===== src/include/aor_defines.svh =====
// constants for the analog output routing register
`ifndef AOR_DEFINES_SVH
`define AOR_DEFINES_SVH
//----------------------------------------------------------------
// Overview of operation
// bit 5 routes sidetone to headset, reset 0
// bit 4 routes sidetone to handset, reset 0
// bit 3 routes dac to speaker, reset 0
// bit 2 routes dac to line driver, reset 0
// bit 1 routes dac to handset, reset 0
// bit 0 routes dac to headset, reset 0
// bit 6 reads zero, bit 7 fixed one
//----------------------------------------------------------------
`define AOR_OFFSET 8'h00
`define AOR_BIT_SIDETONE_HEADSET 5
`define AOR_BIT_SIDETONE_HANDSET 4
`define AOR_BIT_SPEAKER 3
`define AOR_BIT_LINE 2
`define AOR_BIT_HANDSET 1
`define AOR_BIT_HEADSET 0
`define AOR_ROUTE_MASK 8'h3F
`define AOR_SELECT_BIT 8'h80
`define AOR_RESET_VALUE 8'h00
`endif


===== src/include/aor_pkg.sv =====
// types for the analog output routing register
package aor_pkg;
  typedef logic [7:0] aor_byte_t;
  typedef logic [5:0] aor_route_t;
endpackage


===== src/logic/aor_routing_reg.sv =====
// analog output routing register with plain register port
//
// Chosen here: the register offset and the address-and-strobe port.
`timescale 1ns/100ps
`include "aor_defines.svh"
module aor_routing_reg
  import aor_pkg::*;
(
  input wire logic mclk_in,
  input wire logic rst_in,
  input wire logic clk_en_in,
  input wire logic [7:0] addr_in,
  input wire logic [7:0] wdata_in,
  input wire logic wr_in,
  input wire logic rd_in,
  output logic [7:0] rdata_out,
  output logic sidetone_to_headset_sel_out,
  output logic sidetone_to_handset_sel_out,
  output logic dac_to_speaker_sel_out,
  output logic dac_to_line_driver_sel_out,
  output logic dac_to_handset_sel_out,
  output logic dac_to_headset_sel_out
);
  //----------------------------------------------------------------
  // register state
  //----------------------------------------------------------------
  aor_route_t route_reg;
  aor_route_t route_next;
  aor_byte_t rdata_reg;
  aor_byte_t rdata_next;
  aor_byte_t wmask;
  logic addr_hit;
  logic wr_hit;
  logic rd_hit;
  logic rd_miss;

  //----------------------------------------------------------------
  // address decode
  //----------------------------------------------------------------
  assign addr_hit = (addr_in == `AOR_OFFSET);
  assign wr_hit = wr_in && addr_hit;
  assign rd_hit = rd_in && addr_hit;
  assign rd_miss = rd_in && !addr_hit;

  //----------------------------------------------------------------
  // next state
  //----------------------------------------------------------------
  always_comb begin
    wmask = `AOR_ROUTE_MASK;
    route_next = route_reg;
    rdata_next = 8'h00;
    if (wr_in && addr_in == `AOR_OFFSET) begin
      route_next = aor_route_t'(wdata_in & wmask);
    end
    if (rd_in) begin
      if (addr_in == `AOR_OFFSET) begin
        rdata_next = `AOR_SELECT_BIT | {2'h0, route_reg};
      end
    end
  end

  always_ff @(posedge mclk_in) begin
    if (rst_in) begin
      route_reg <= aor_route_t'(`AOR_RESET_VALUE);
      rdata_reg <= 8'h00;
    end else if (clk_en_in) begin
      route_reg <= route_next;
      rdata_reg <= rdata_next;
    end
  end

  //----------------------------------------------------------------
  // read data and switch enables
  //----------------------------------------------------------------
  assign rdata_out = rdata_reg;
  assign sidetone_to_headset_sel_out = route_reg[`AOR_BIT_SIDETONE_HEADSET];
  assign sidetone_to_handset_sel_out = route_reg[`AOR_BIT_SIDETONE_HANDSET];
  assign dac_to_speaker_sel_out = route_reg[`AOR_BIT_SPEAKER];
  assign dac_to_line_driver_sel_out = route_reg[`AOR_BIT_LINE];
  assign dac_to_handset_sel_out = route_reg[`AOR_BIT_HANDSET];
  assign dac_to_headset_sel_out = route_reg[`AOR_BIT_HEADSET];

  //----------------------------------------------------------------
  // write path checks
  //----------------------------------------------------------------
  a_sthd_write: assert property (
    @(posedge mclk_in) disable iff (rst_in)
    clk_en_in && wr_hit |=>
    sidetone_to_headset_sel_out == $past(wdata_in[5]))
    else $error("sidetone headset bit not written");

  a_sthn_write: assert property (
    @(posedge mclk_in) disable iff (rst_in)
    clk_en_in && wr_hit |=>
    sidetone_to_handset_sel_out == $past(wdata_in[4]))
    else $error("sidetone handset bit not written");

  a_spk_write: assert property (
    @(posedge mclk_in) disable iff (rst_in)
    clk_en_in && wr_hit |=>
    dac_to_speaker_sel_out == $past(wdata_in[3]))
    else $error("speaker bit not written");

  a_line_write: assert property (
    @(posedge mclk_in) disable iff (rst_in)
    clk_en_in && wr_hit |=>
    dac_to_line_driver_sel_out == $past(wdata_in[2]))
    else $error("line bit not written");

  a_hns_write: assert property (
    @(posedge mclk_in) disable iff (rst_in)
    clk_en_in && wr_hit |=>
    dac_to_handset_sel_out == $past(wdata_in[1]))
    else $error("handset bit not written");

  a_hds_write: assert property (
    @(posedge mclk_in) disable iff (rst_in)
    clk_en_in && wr_hit |=>
    dac_to_headset_sel_out == $past(wdata_in[0]))
    else $error("headset bit not written");

  a_unmapped_write_hold: assert property (
    @(posedge mclk_in) disable iff (rst_in)
    wr_in && !addr_hit |=>
    $stable(route_reg))
    else $error("routing changed by unmapped write");

  a_freeze_write_hold: assert property (
    @(posedge mclk_in) disable iff (rst_in)
    !clk_en_in && wr_hit |=>
    $stable(route_reg))
    else $error("routing changed while frozen");

  //----------------------------------------------------------------
  // read path checks
  //----------------------------------------------------------------
  a_read_fixed: assert property (
    @(posedge mclk_in) disable iff (rst_in)
    clk_en_in && rd_hit |=>
    rdata_out[7:6] == 2'h2)
    else $error("fixed bits wrong on read");

  a_read_route: assert property (
    @(posedge mclk_in) disable iff (rst_in)
    clk_en_in && rd_hit && !wr_in |=>
    rdata_out[5:0] == $past(route_reg))
    else $error("read data does not match routing");

  a_reserved_zero: assert property (
    @(posedge mclk_in) disable iff (rst_in)
    1'b1 |->
    rdata_out[6] == 1'b0)
    else $error("reserved bit read as one");

  a_unmapped_read_zero: assert property (
    @(posedge mclk_in) disable iff (rst_in)
    clk_en_in && rd_miss |=>
    rdata_out == 8'h00)
    else $error("unmapped read not zero");

  a_idle_read_zero: assert property (
    @(posedge mclk_in) disable iff (rst_in)
    clk_en_in && !rd_in |=>
    rdata_out == 8'h00)
    else $error("read data not cleared when idle");

  a_read_one_cycle: assert property (
    @(posedge mclk_in) disable iff (rst_in)
    clk_en_in && rd_hit ##1 clk_en_in && !rd_in |=>
    rdata_out == 8'h00)
    else $error("read data stood too long");

  //----------------------------------------------------------------
  // reset and hold checks
  //----------------------------------------------------------------
  a_reset_clear: assert property (
    @(posedge mclk_in)
    rst_in |=>
    route_reg == 6'h00)
    else $error("routing not cleared by reset");

  a_reset_rdata: assert property (
    @(posedge mclk_in)
    rst_in |=>
    rdata_out == 8'h00)
    else $error("read data not cleared by reset");

  a_hold_value: assert property (
    @(posedge mclk_in) disable iff (rst_in)
    !(clk_en_in && wr_hit) |=>
    $stable(route_reg))
    else $error("routing changed without write");

  a_freeze_hold: assert property (
    @(posedge mclk_in) disable iff (rst_in)
    !clk_en_in |=>
    $stable(rdata_out) && $stable(route_reg))
    else $error("state changed while frozen");

  //----------------------------------------------------------------
  // scenario covers
  //----------------------------------------------------------------
  c_write: cover property (
    @(posedge mclk_in) clk_en_in && wr_hit);
  c_read: cover property (
    @(posedge mclk_in) clk_en_in && rd_hit);
  c_all_on: cover property (
    @(posedge mclk_in) route_reg == 6'h3F);
  c_unmapped_read: cover property (
    @(posedge mclk_in) clk_en_in && rd_miss);
  c_frozen_write: cover property (
    @(posedge mclk_in) !clk_en_in && wr_hit);
endmodule // aor_routing_reg


===== config.mk =====
export PLATFORM = sky130hd
export DESIGN_NAME = aor_routing_reg
export DESIGN_NICKNAME = d
export VERILOG_FILES = /design/src/include/aor_pkg.sv /design/src/logic/aor_routing_reg.sv
export VERILOG_INCLUDE_DIRS = /design/src /design/src/include
export SDC_FILE = /design/constraint.sdc
export NUM_CORES = 1
export LEC_CHECK = 0
export ABC_AREA = 1
export BUFFER_PORTS_ARGS = -buffer_cell sky130_fd_sc_hd__buf_2
export CAP_MARGIN = 10
export CORE_MARGIN = 4
export CORE_UTILIZATION = 45
export CTS_CLUSTER_DIAMETER = 60
export DETAILED_ROUTE_END_ITERATION = 10
export PLACE_DENSITY = 0.81
export SLEW_MARGIN = 20
export SYNTH_ARGS = -nofsm -noshare
export SYNTH_HDL_FRONTEND = slang
export SYNTH_SLANG_ARGS = --single-unit

===== constraint.sdc =====
create_clock -name mclk_in -period 1.2 [get_ports mclk_in]
set_input_delay 0.06 -clock mclk_in [delete_from_list [all_inputs] [get_ports mclk_in]]
set_output_delay 0.06 -clock mclk_in [all_outputs]
set_load 0.01 [all_outputs]

==> results of run 1 <==
[report_power, final]
part | switching, mW | leakage [nW] | internal, mW
combinational | 0.0412 | 0.271 | 0.0297
sequential | 0.000229 | 0.105 | 0.431
clock | 0.133 | 0.0150 | 0.129
total | 0.175 | 0.390 | 0.590
[worst max path at each step]
stage	end	slack, ns
final	dac_to_line_driver_sel_out	0.35
after global routing	sidetone_to_handset_sel_out	0.31
after CTS	sidetone_to_handset_sel_out	0.33
after detailed placement	route_reg[4]$_SDFFE_PP0P_	0.27
after global placement	route_reg[3]$_SDFFE_PP0P_	0.31
after floorplan	rdata_out[0]$_SDFFE_PP0P_	0.38
[area by class of cell]
type / instances / area (um^2) / share of cell area
inverter: 10 / 38.8 / 0.0473
sequential: 13 / 260 / 0.317
tap: 15 / 18.8 / 0.0229
clock buffer: 4 / 26.3 / 0.0320
multi-input combinational: 55 / 302 / 0.367
timing repair buffer: 32 / 175 / 0.213
[routing by layer]
layer / GRT usage / share of wire
met1: 0.156 / 0.42
met2: 0.178 / 0.48
met3: 0.0120 / 0.077
met4: 0.0702 / 0.020
met5: 0 / 0
[layout by cell type, fill, tap and decap left out, drive strengths merged]
master / n
nand3: 12
clkinv: 1
buf: 32
a21oi: 13
inv: 9
conb: 1
nor2: 11
dfxtp: 13
nand2: 18
clkbuf: 4
[cell families (layout without fill, tap and decap cells)]
| logic type | count (synthesis) | after routing | share of synthesized area |
|---|---|---|---|
| AND/OR/NAND/NOR | 41 | 41 | 0.329 |
| buffers and inverters | 14 | 46 | 0.106 |
| AO/OA/AOI/OAI | 13 | 13 | 0.145 |
| flip-flops | 13 | 13 | 0.414 |
| other | 1 | 1 | 0.00597 |
[stage by stage]
stage          power, mW  worst slack (ns)   util
3_5_place_dp       0.514             0.269  0.611
3_3_place_gp       0.512             0.309  0.611
6_report           0.764             0.348  0.631
4_1_cts            0.775             0.335  0.631
2_1_floorplan      0.483             0.381      -
5_1_grt            0.789             0.307  0.631
==> results_dict.tcl, run 1 <==
set metrics [dict create \
    cts_buffers 3 \
    cts_resized 0 \
    synth_common_cells "18 x nand2_1, 13 x dfxtp_1, 10 x nor2_1" \
    cp_max_fo 3 \
    ys.flop_type "dfxtp_1" \
    critical_path.startpoint "route_reg[2]$_SDFFE_PP0P_" \
    ys_seq_area_frac 0.414 \
    rsz0062_at_grt "no" \
    yosys.area.top_type_share 0.414 \
    cts_root_buffer "clkbuf_4" \
    path_class "reg2out" \
    ys_ff_latch 13 \
    largest_register_ffs 7 \
    finalSetupViolations 0 \
    hold_buffers 0 \
    yosys-top-cells-area "dfxtp_1 41%, nand2_1 11%, a21oi_2 9.8%" \
    cts_tree "built" \
    drv_cap 0 \
    fin_tns_setup_ns 0 \
    end_kind "output pin" \
    port_buffers 31 \
    dieHeight_um 45.4 \
    num_antenna_cells 0 \
    yosysUniqueCellTypes 16 \
    fin_crit_ns 0.852 \
    fin_hold_ws_ns 0.0941 \
    start_util 0.483 \
    p_leak_nw 0.390 \
    drive_gt1_frac 0.456 \
    p_per_area_nw_per_um2 931 \
    clock-sinks 13 \
    synth.largest_area_cell "dfxtp_1" \
    h-tree-depth 1 \
    final_cells 129 \
    period_share 0.710 \
    routed_via_density 4.52 \
    num_rows 13 \
    avgSynthCellArea_um2 7.66 \
    critPathLaunchType "flop" \
    area_growth_pct 30.7 \
    r2r_end "rdata_out[2]$_SDFFE_PP0P_" \
    fin_area_um2 821 \
    placed_area_um2 795 \
    synth_cells 82 \
    synth_warnings 0 \
    r2r_slack_ns 0.57 \
    critPathTopFamily "flip-flops" \
    antenna_found_initial 0 \
    worstReg2RegStart "route_reg[2]$_SDFFE_PP0P_" \
    drt_iter0_markers 6 \
    wire_per_inst_um 9.16 \
    whs_path_depth 2 \
    dr.pass1.iters 4 \
    ant_nets 0 \
    syn_nets 103 \
    core-area_um2 1300 \
    max_freq_mhz 1170 \
    min_from "rst_in" \
    cp_data_required_time_ns 1.14 \
    cpPeakStageDelay_ns 0.37 \
    ir_drop_uv 540 \
    fin_nets 136 \
    worstPathCellList "buf_2" \
    die_x_um 45.4 \
    drc 0 \
    die_area_um2 2060 \
    grt_pass1_vias 465 \
    fill_cells 139 \
    synth_most_common_cell "nand2_1" \
    grt_max_degree 20 \
    crit_buf_inv 1 \
    drv_slew 0 \
    overflow 0 \
    critical-path-slowest-cell "dfxtp_1" \
    synth_edf_count 0 \
    crit_cells 1 \
    status "completed" \
    num_vias 583 \
    grt_usage 0.116 \
    totalWireLength_um 1180 \
    path_clk_slew_ns 0.07 \
    post_cts_buffers 0 \
    hold_viol_final 0 \
    placed_cells 125 \
    clockBufferDepth 2 \
    worstPathArrival_ns 0.79 \
    min_path_type "in2reg" \
    routabilityCongestion 0.719 \
    grt_first_pass_wirelength_um 1770 \
    fin_skew_ns 0.00135 \
    dp_hpwl_um 965 \
    postSynth.asyncResetShare 0 \
    clock_latency_ns 0.27 \
    hold-path-endpoint "rdata_out[5]$_SDFFE_PP0P_" \
    reg2reg_depth 2 \
    syn-cell-area_um2 628 \
    ios 35 \
]
Power figures use the tool's default switching activity.
==> run 2: changes to the inputs <==
Settings changed: CORE_UTILIZATION 45 to 42, PLACE_DENSITY 0.81 to 0.76.
Clock period 1.2 ns to 0.85 ns, I/O delays scaled along.
==> results_dict.tcl, run 2 (synthesized netlist as in run 1, its figures left out) <==
set metrics [dict create \
    p_per_area_nw_per_um2 1290 \
    hold_viol_final 0 \
    worstReg2RegStart "route_reg[4]$_SDFFE_PP0P_" \
    path_class "reg2out" \
    mostFrequentLayoutCells "30 x buf_2, 18 x nand2_1, 10 x nor2_1" \
    max_freq_mhz 1240 \
    overflow 0 \
    dr.pass1.iters 4 \
    ir_drop_uv 535 \
    dp_hpwl_um 1060 \
    area_growth_pct 34.1 \
    cp_data_required_time_ns 0.81 \
    grt_usage 0.141 \
    cts_root_buffer "clkbuf_4" \
    cts_resized 1 \
    placed_cells 126 \
    fill_cells 133 \
    port_buffers 31 \
    routed_via_density 4.58 \
    core-area_um2 1350 \
    antenna_found_initial 0 \
    p_leak_nw 0.399 \
    critPathTopFamily "flip-flops" \
    drt_iter0_markers 9 \
    cpPeakStageDelay_ns 0.36 \
    ant_nets 0 \
    rsz0062_at_grt "no" \
    num_rows 13 \
    num_vias 595 \
    end_kind "output pin" \
    start_util 0.465 \
    fin_tns_setup_ns 0 \
    worstPathCellList "buf_2" \
    fin_crit_ns 0.808 \
    path_clk_slew_ns 0.08 \
    status "completed" \
    die_x_um 46.7 \
    ios 35 \
    clock-sinks 13 \
    grt_first_pass_wirelength_um 2240 \
    cp_max_fo 3 \
    die_area_um2 2180 \
    period_share 0.950 \
    num_antenna_cells 0 \
    critical_path.startpoint "route_reg[0]$_SDFFE_PP0P_" \
    grt_max_degree 20 \
    drv_slew 0 \
    drv_cap 0 \
    clock_latency_ns 0.27 \
    cts_buffers 3 \
    critical-path-slowest-cell "dfxtp_2" \
    drc 0 \
    finalSetupViolations 0 \
    min_from "rst_in" \
    drive_gt1_frac 0.513 \
    totalWireLength_um 1340 \
    largest_register_ffs 7 \
    min_path_type "in2reg" \
    final_cells 130 \
    fin_skew_ns 0.00103 \
    post_cts_buffers 0 \
    layout_commonest_cell "buf_2" \
    clockBufferDepth 2 \
    fin_nets 137 \
    critPathLaunchType "flop" \
    routabilityCongestion 0.706 \
    wire_per_inst_um 10.3 \
    dieHeight_um 46.7 \
    worstPathArrival_ns 0.77 \
    h-tree-depth 1 \
    crit_buf_inv 1 \
    grt_pass1_vias 531 \
    hold_buffers 0 \
    cts_tree "built" \
]
==> run 2: cell count changes in the layout (fill, tap and decap cells not counted) <==
cell | previous run | this run
dfxtp_2 | 0 | 6
dfxtp_1 | 13 | 7
buf_4 | 0 | 1
buf_2 | 31 | 30
buf_6 | 0 | 1
==> run 2: worst register-to-register path: cells and delay by family (launching register included) <==
kind,cells,cell delay [ns]
compound gates,1,0.12
flops,1,0.34
simple gates,1,0.06
==> run 2: per-layer routing <==
metal  track usage  share of wire
met2         0.245           0.50
met1         0.164           0.42
met5             0              0
met3        0.0273          0.054
met4        0.0663          0.022
==> run 2: where the power goes <==
group | total (mW) | leakage [nW] | internal [mW] | switching, mW
sequential | 0.609 | 0.108 | 0.608 | 0.000359
combinational | 0.105 | 0.276 | 0.0450 | 0.0602
clock | 0.375 | 0.0150 | 0.182 | 0.193
==> run 2: area by class of cell <==
type | count | area, um^2 | share of cell area
clock buffers | 4 | 26.3 | 0.0312
inverters | 10 | 38.8 | 0.0461
multi-input cells | 55 | 302 | 0.358
flip-flops and latches | 13 | 268 | 0.318
well taps | 15 | 18.8 | 0.0223
repair buffers | 33 | 189 | 0.224
==> run 2: through the flow <==
step	hold slack, ns	total power [mW]	worst slack [ns]	cell area, um^2	util
2_1_floorplan	0.262	0.682	0.0480	628	-
3_3_place_gp	0.289	0.727	-0.0327	802	0.594
3_5_place_dp	0.292	0.729	-0.0702	802	0.594
4_1_cts	0.00247	1.10	0.00167	830	0.614
5_1_grt	0.0149	1.15	0.0133	842	0.624
6_report	0.00659	1.09	0.0422	842	0.624
==> run 2: worst paths after layout <==
check / to / slack [ns] / depth (start not counted)
worst max-delay path: dac_to_headset_sel_out / 0.04 / 1
worst min-delay path: rdata_out[1]$_SDFFE_PP0P_ / 0.007 / 2
worst max register to register: route_reg[4]$_SDFFE_PP0P_ / 0.23 / 2
worst min register to register: rdata_out[4]$_SDFFE_PP0P_ / 0.47 / 2
==> run 3: changes to the inputs <==
Settings changed: REMOVE_ABC_BUFFERS from default to 1.
==> results_dict.tcl, run 3 (synthesized netlist as in run 1, its figures left out) <==
set metrics [dict create \
    status "completed" \
    start_util 0.465 \
    h-tree-depth 1 \
    grt_first_pass_wirelength_um 2190 \
    r2r_end "rdata_out[4]$_SDFFE_PP0P_" \
    num_antenna_cells 0 \
    crit_cells 1 \
    clockBufferDepth 2 \
    max_freq_mhz 1240 \
    core-area_um2 1350 \
    drc 0 \
    worstPathArrival_ns 0.76 \
    die_x_um 46.7 \
    die_area_um2 2180 \
    cts_tree "built" \
    drv_cap 0 \
    p_per_area_nw_per_um2 1280 \
    port_buffers 31 \
    cts_resized 0 \
    critical_path.startpoint "rdata_out[4]$_SDFFE_PP0P_" \
    clock_latency_ns 0.27 \
    hold_viol_final 0 \
    grt_pass1_vias 541 \
    num_vias 600 \
    period_share 0.945 \
    routed_via_density 4.58 \
    critPathLaunchType "flop" \
    fin_util 0.625 \
    cp_max_fo 2 \
    worstReg2RegStart "rdata_out[4]$_SDFFE_PP0P_" \
    totalWireLength_um 1370 \
    seqPwrFrac 0.562 \
    ir_drop_uv 719 \
    min_path_type "in2reg" \
    end_kind "output pin" \
    regArea_um2 268 \
    antenna_found_initial 0 \
    drv_slew 0 \
    post_cts_buffers 0 \
    fin_nets 138 \
    multi_input_area_um2 302 \
    pre_cts_ws_ns -0.0871 \
    grt_max_degree 16 \
    dp_hpwl_um 1110 \
    mostFrequentLayoutCells "31 x buf_2, 18 x nand2_1, 10 x nor2_1" \
    combPwrFrac 0.098 \
    cts_buffers 3 \
    reg2reg_depth 2 \
    area_growth_pct 34.3 \
    finalSetupViolations 0 \
    cts_root_buffer "clkbuf_4" \
    ios 35 \
    dr.pass1.iters 2 \
    wire_per_inst_um 10.4 \
    largest_register_ffs 7 \
    routabilityCongestion 0.714 \
    crit_end "rdata_out[4]" \
    grt_usage 0.145 \
    fin_crit_ns 0.803 \
    overflow 0 \
    num_rows 13 \
    critPathTopFamily "flip-flops" \
    worstPathCellList "buf_2" \
    layout_commonest_cell "buf_2" \
    drive_gt1_frac 0.517 \
    path_class "reg2out" \
    cp_data_required_time_ns 0.81 \
    clockPowerShare 0.340 \
    switching_power_uw 248 \
    fill_cells 142 \
    dieHeight_um 46.7 \
    r2r_slack_ns 0.22 \
    p_int_uw 835 \
    p_leak_nw 0.404 \
    fin_skew_ns 0.000916 \
    clock-sinks 13 \
    drt_iter0_markers 10 \
    cpPeakStageDelay_ns 0.36 \
    critical-path-slowest-cell "dfxtp_1" \
    ant_nets 0 \
    crit_buf_inv 1 \
    hold_buffers 0 \
    switching_share 0.229 \
    rsz0062_at_grt "no" \
    setup_ws_ns 0.0466 \
    path_clk_slew_ns 0.08 \
]
[run 3: cell count changes in the layout (fill, tap and decap cells not counted), sizes merged]
cell / before / now
buf: 33 / 34
[run 3: how the worst min path moves through the flow]
stage | start | to | cells after the start
after global placement | rst_in | rdata_out[4]$_SDFFE_PP0P_ | 2
after floorplan | rst_in | rdata_out[0]$_SDFFE_PP0P_ | 1
after CTS | rst_in | rdata_out[1]$_SDFFE_PP0P_ | 2
final | rst_in | rdata_out[1]$_SDFFE_PP0P_ | 2
after global routing | rst_in | rdata_out[0]$_SDFFE_PP0P_ | 2
after detailed placement | rst_in | rdata_out[1]$_SDFFE_PP0P_ | 2
[run 3: power by group through the flow]
stage / combinational [mW] / clock (mW) / sequential (mW)
after detailed placement: 0.107 / 0 / 0.623
after global placement: 0.104 / 0 / 0.623
after CTS: 0.107 / 0.380 / 0.609
after floorplan: 0.0449 / 0 / 0.624
after global routing: 0.121 / 0.415 / 0.609
final: 0.106 / 0.368 / 0.609
[run 3: layout make-up]
cell class	count	area share
Inverter	10	0.0460
Tap cell	15	0.0223
Timing Repair Buffer	34	0.226
Multi-Input combinational cell	55	0.358
Sequential cell	13	0.318
Clock buffer	4	0.0312
[run 3: layer usage]
metal / global-route usage / wire length (um)
met1: 0.153 / 576
met2: 0.258 / 623
met3: 0.0273 / 149
met4: 0.0884 / 18
met5: 0 / 0
[run 3: stage by stage]
step	TNS (ns)	hold slack, ns	area, um^2	power, mW	std cells
2_1_floorplan	-0.0486	0.105	601	0.668	78
3_3_place_gp	-0.0476	0.292	810	0.727	127
3_5_place_dp	-0.840	0.304	810	0.730	127
4_1_cts	0	0.0139	836	1.10	131
5_1_grt	0	0.0157	843	1.14	131
6_report	0	0.0194	843	1.08	131
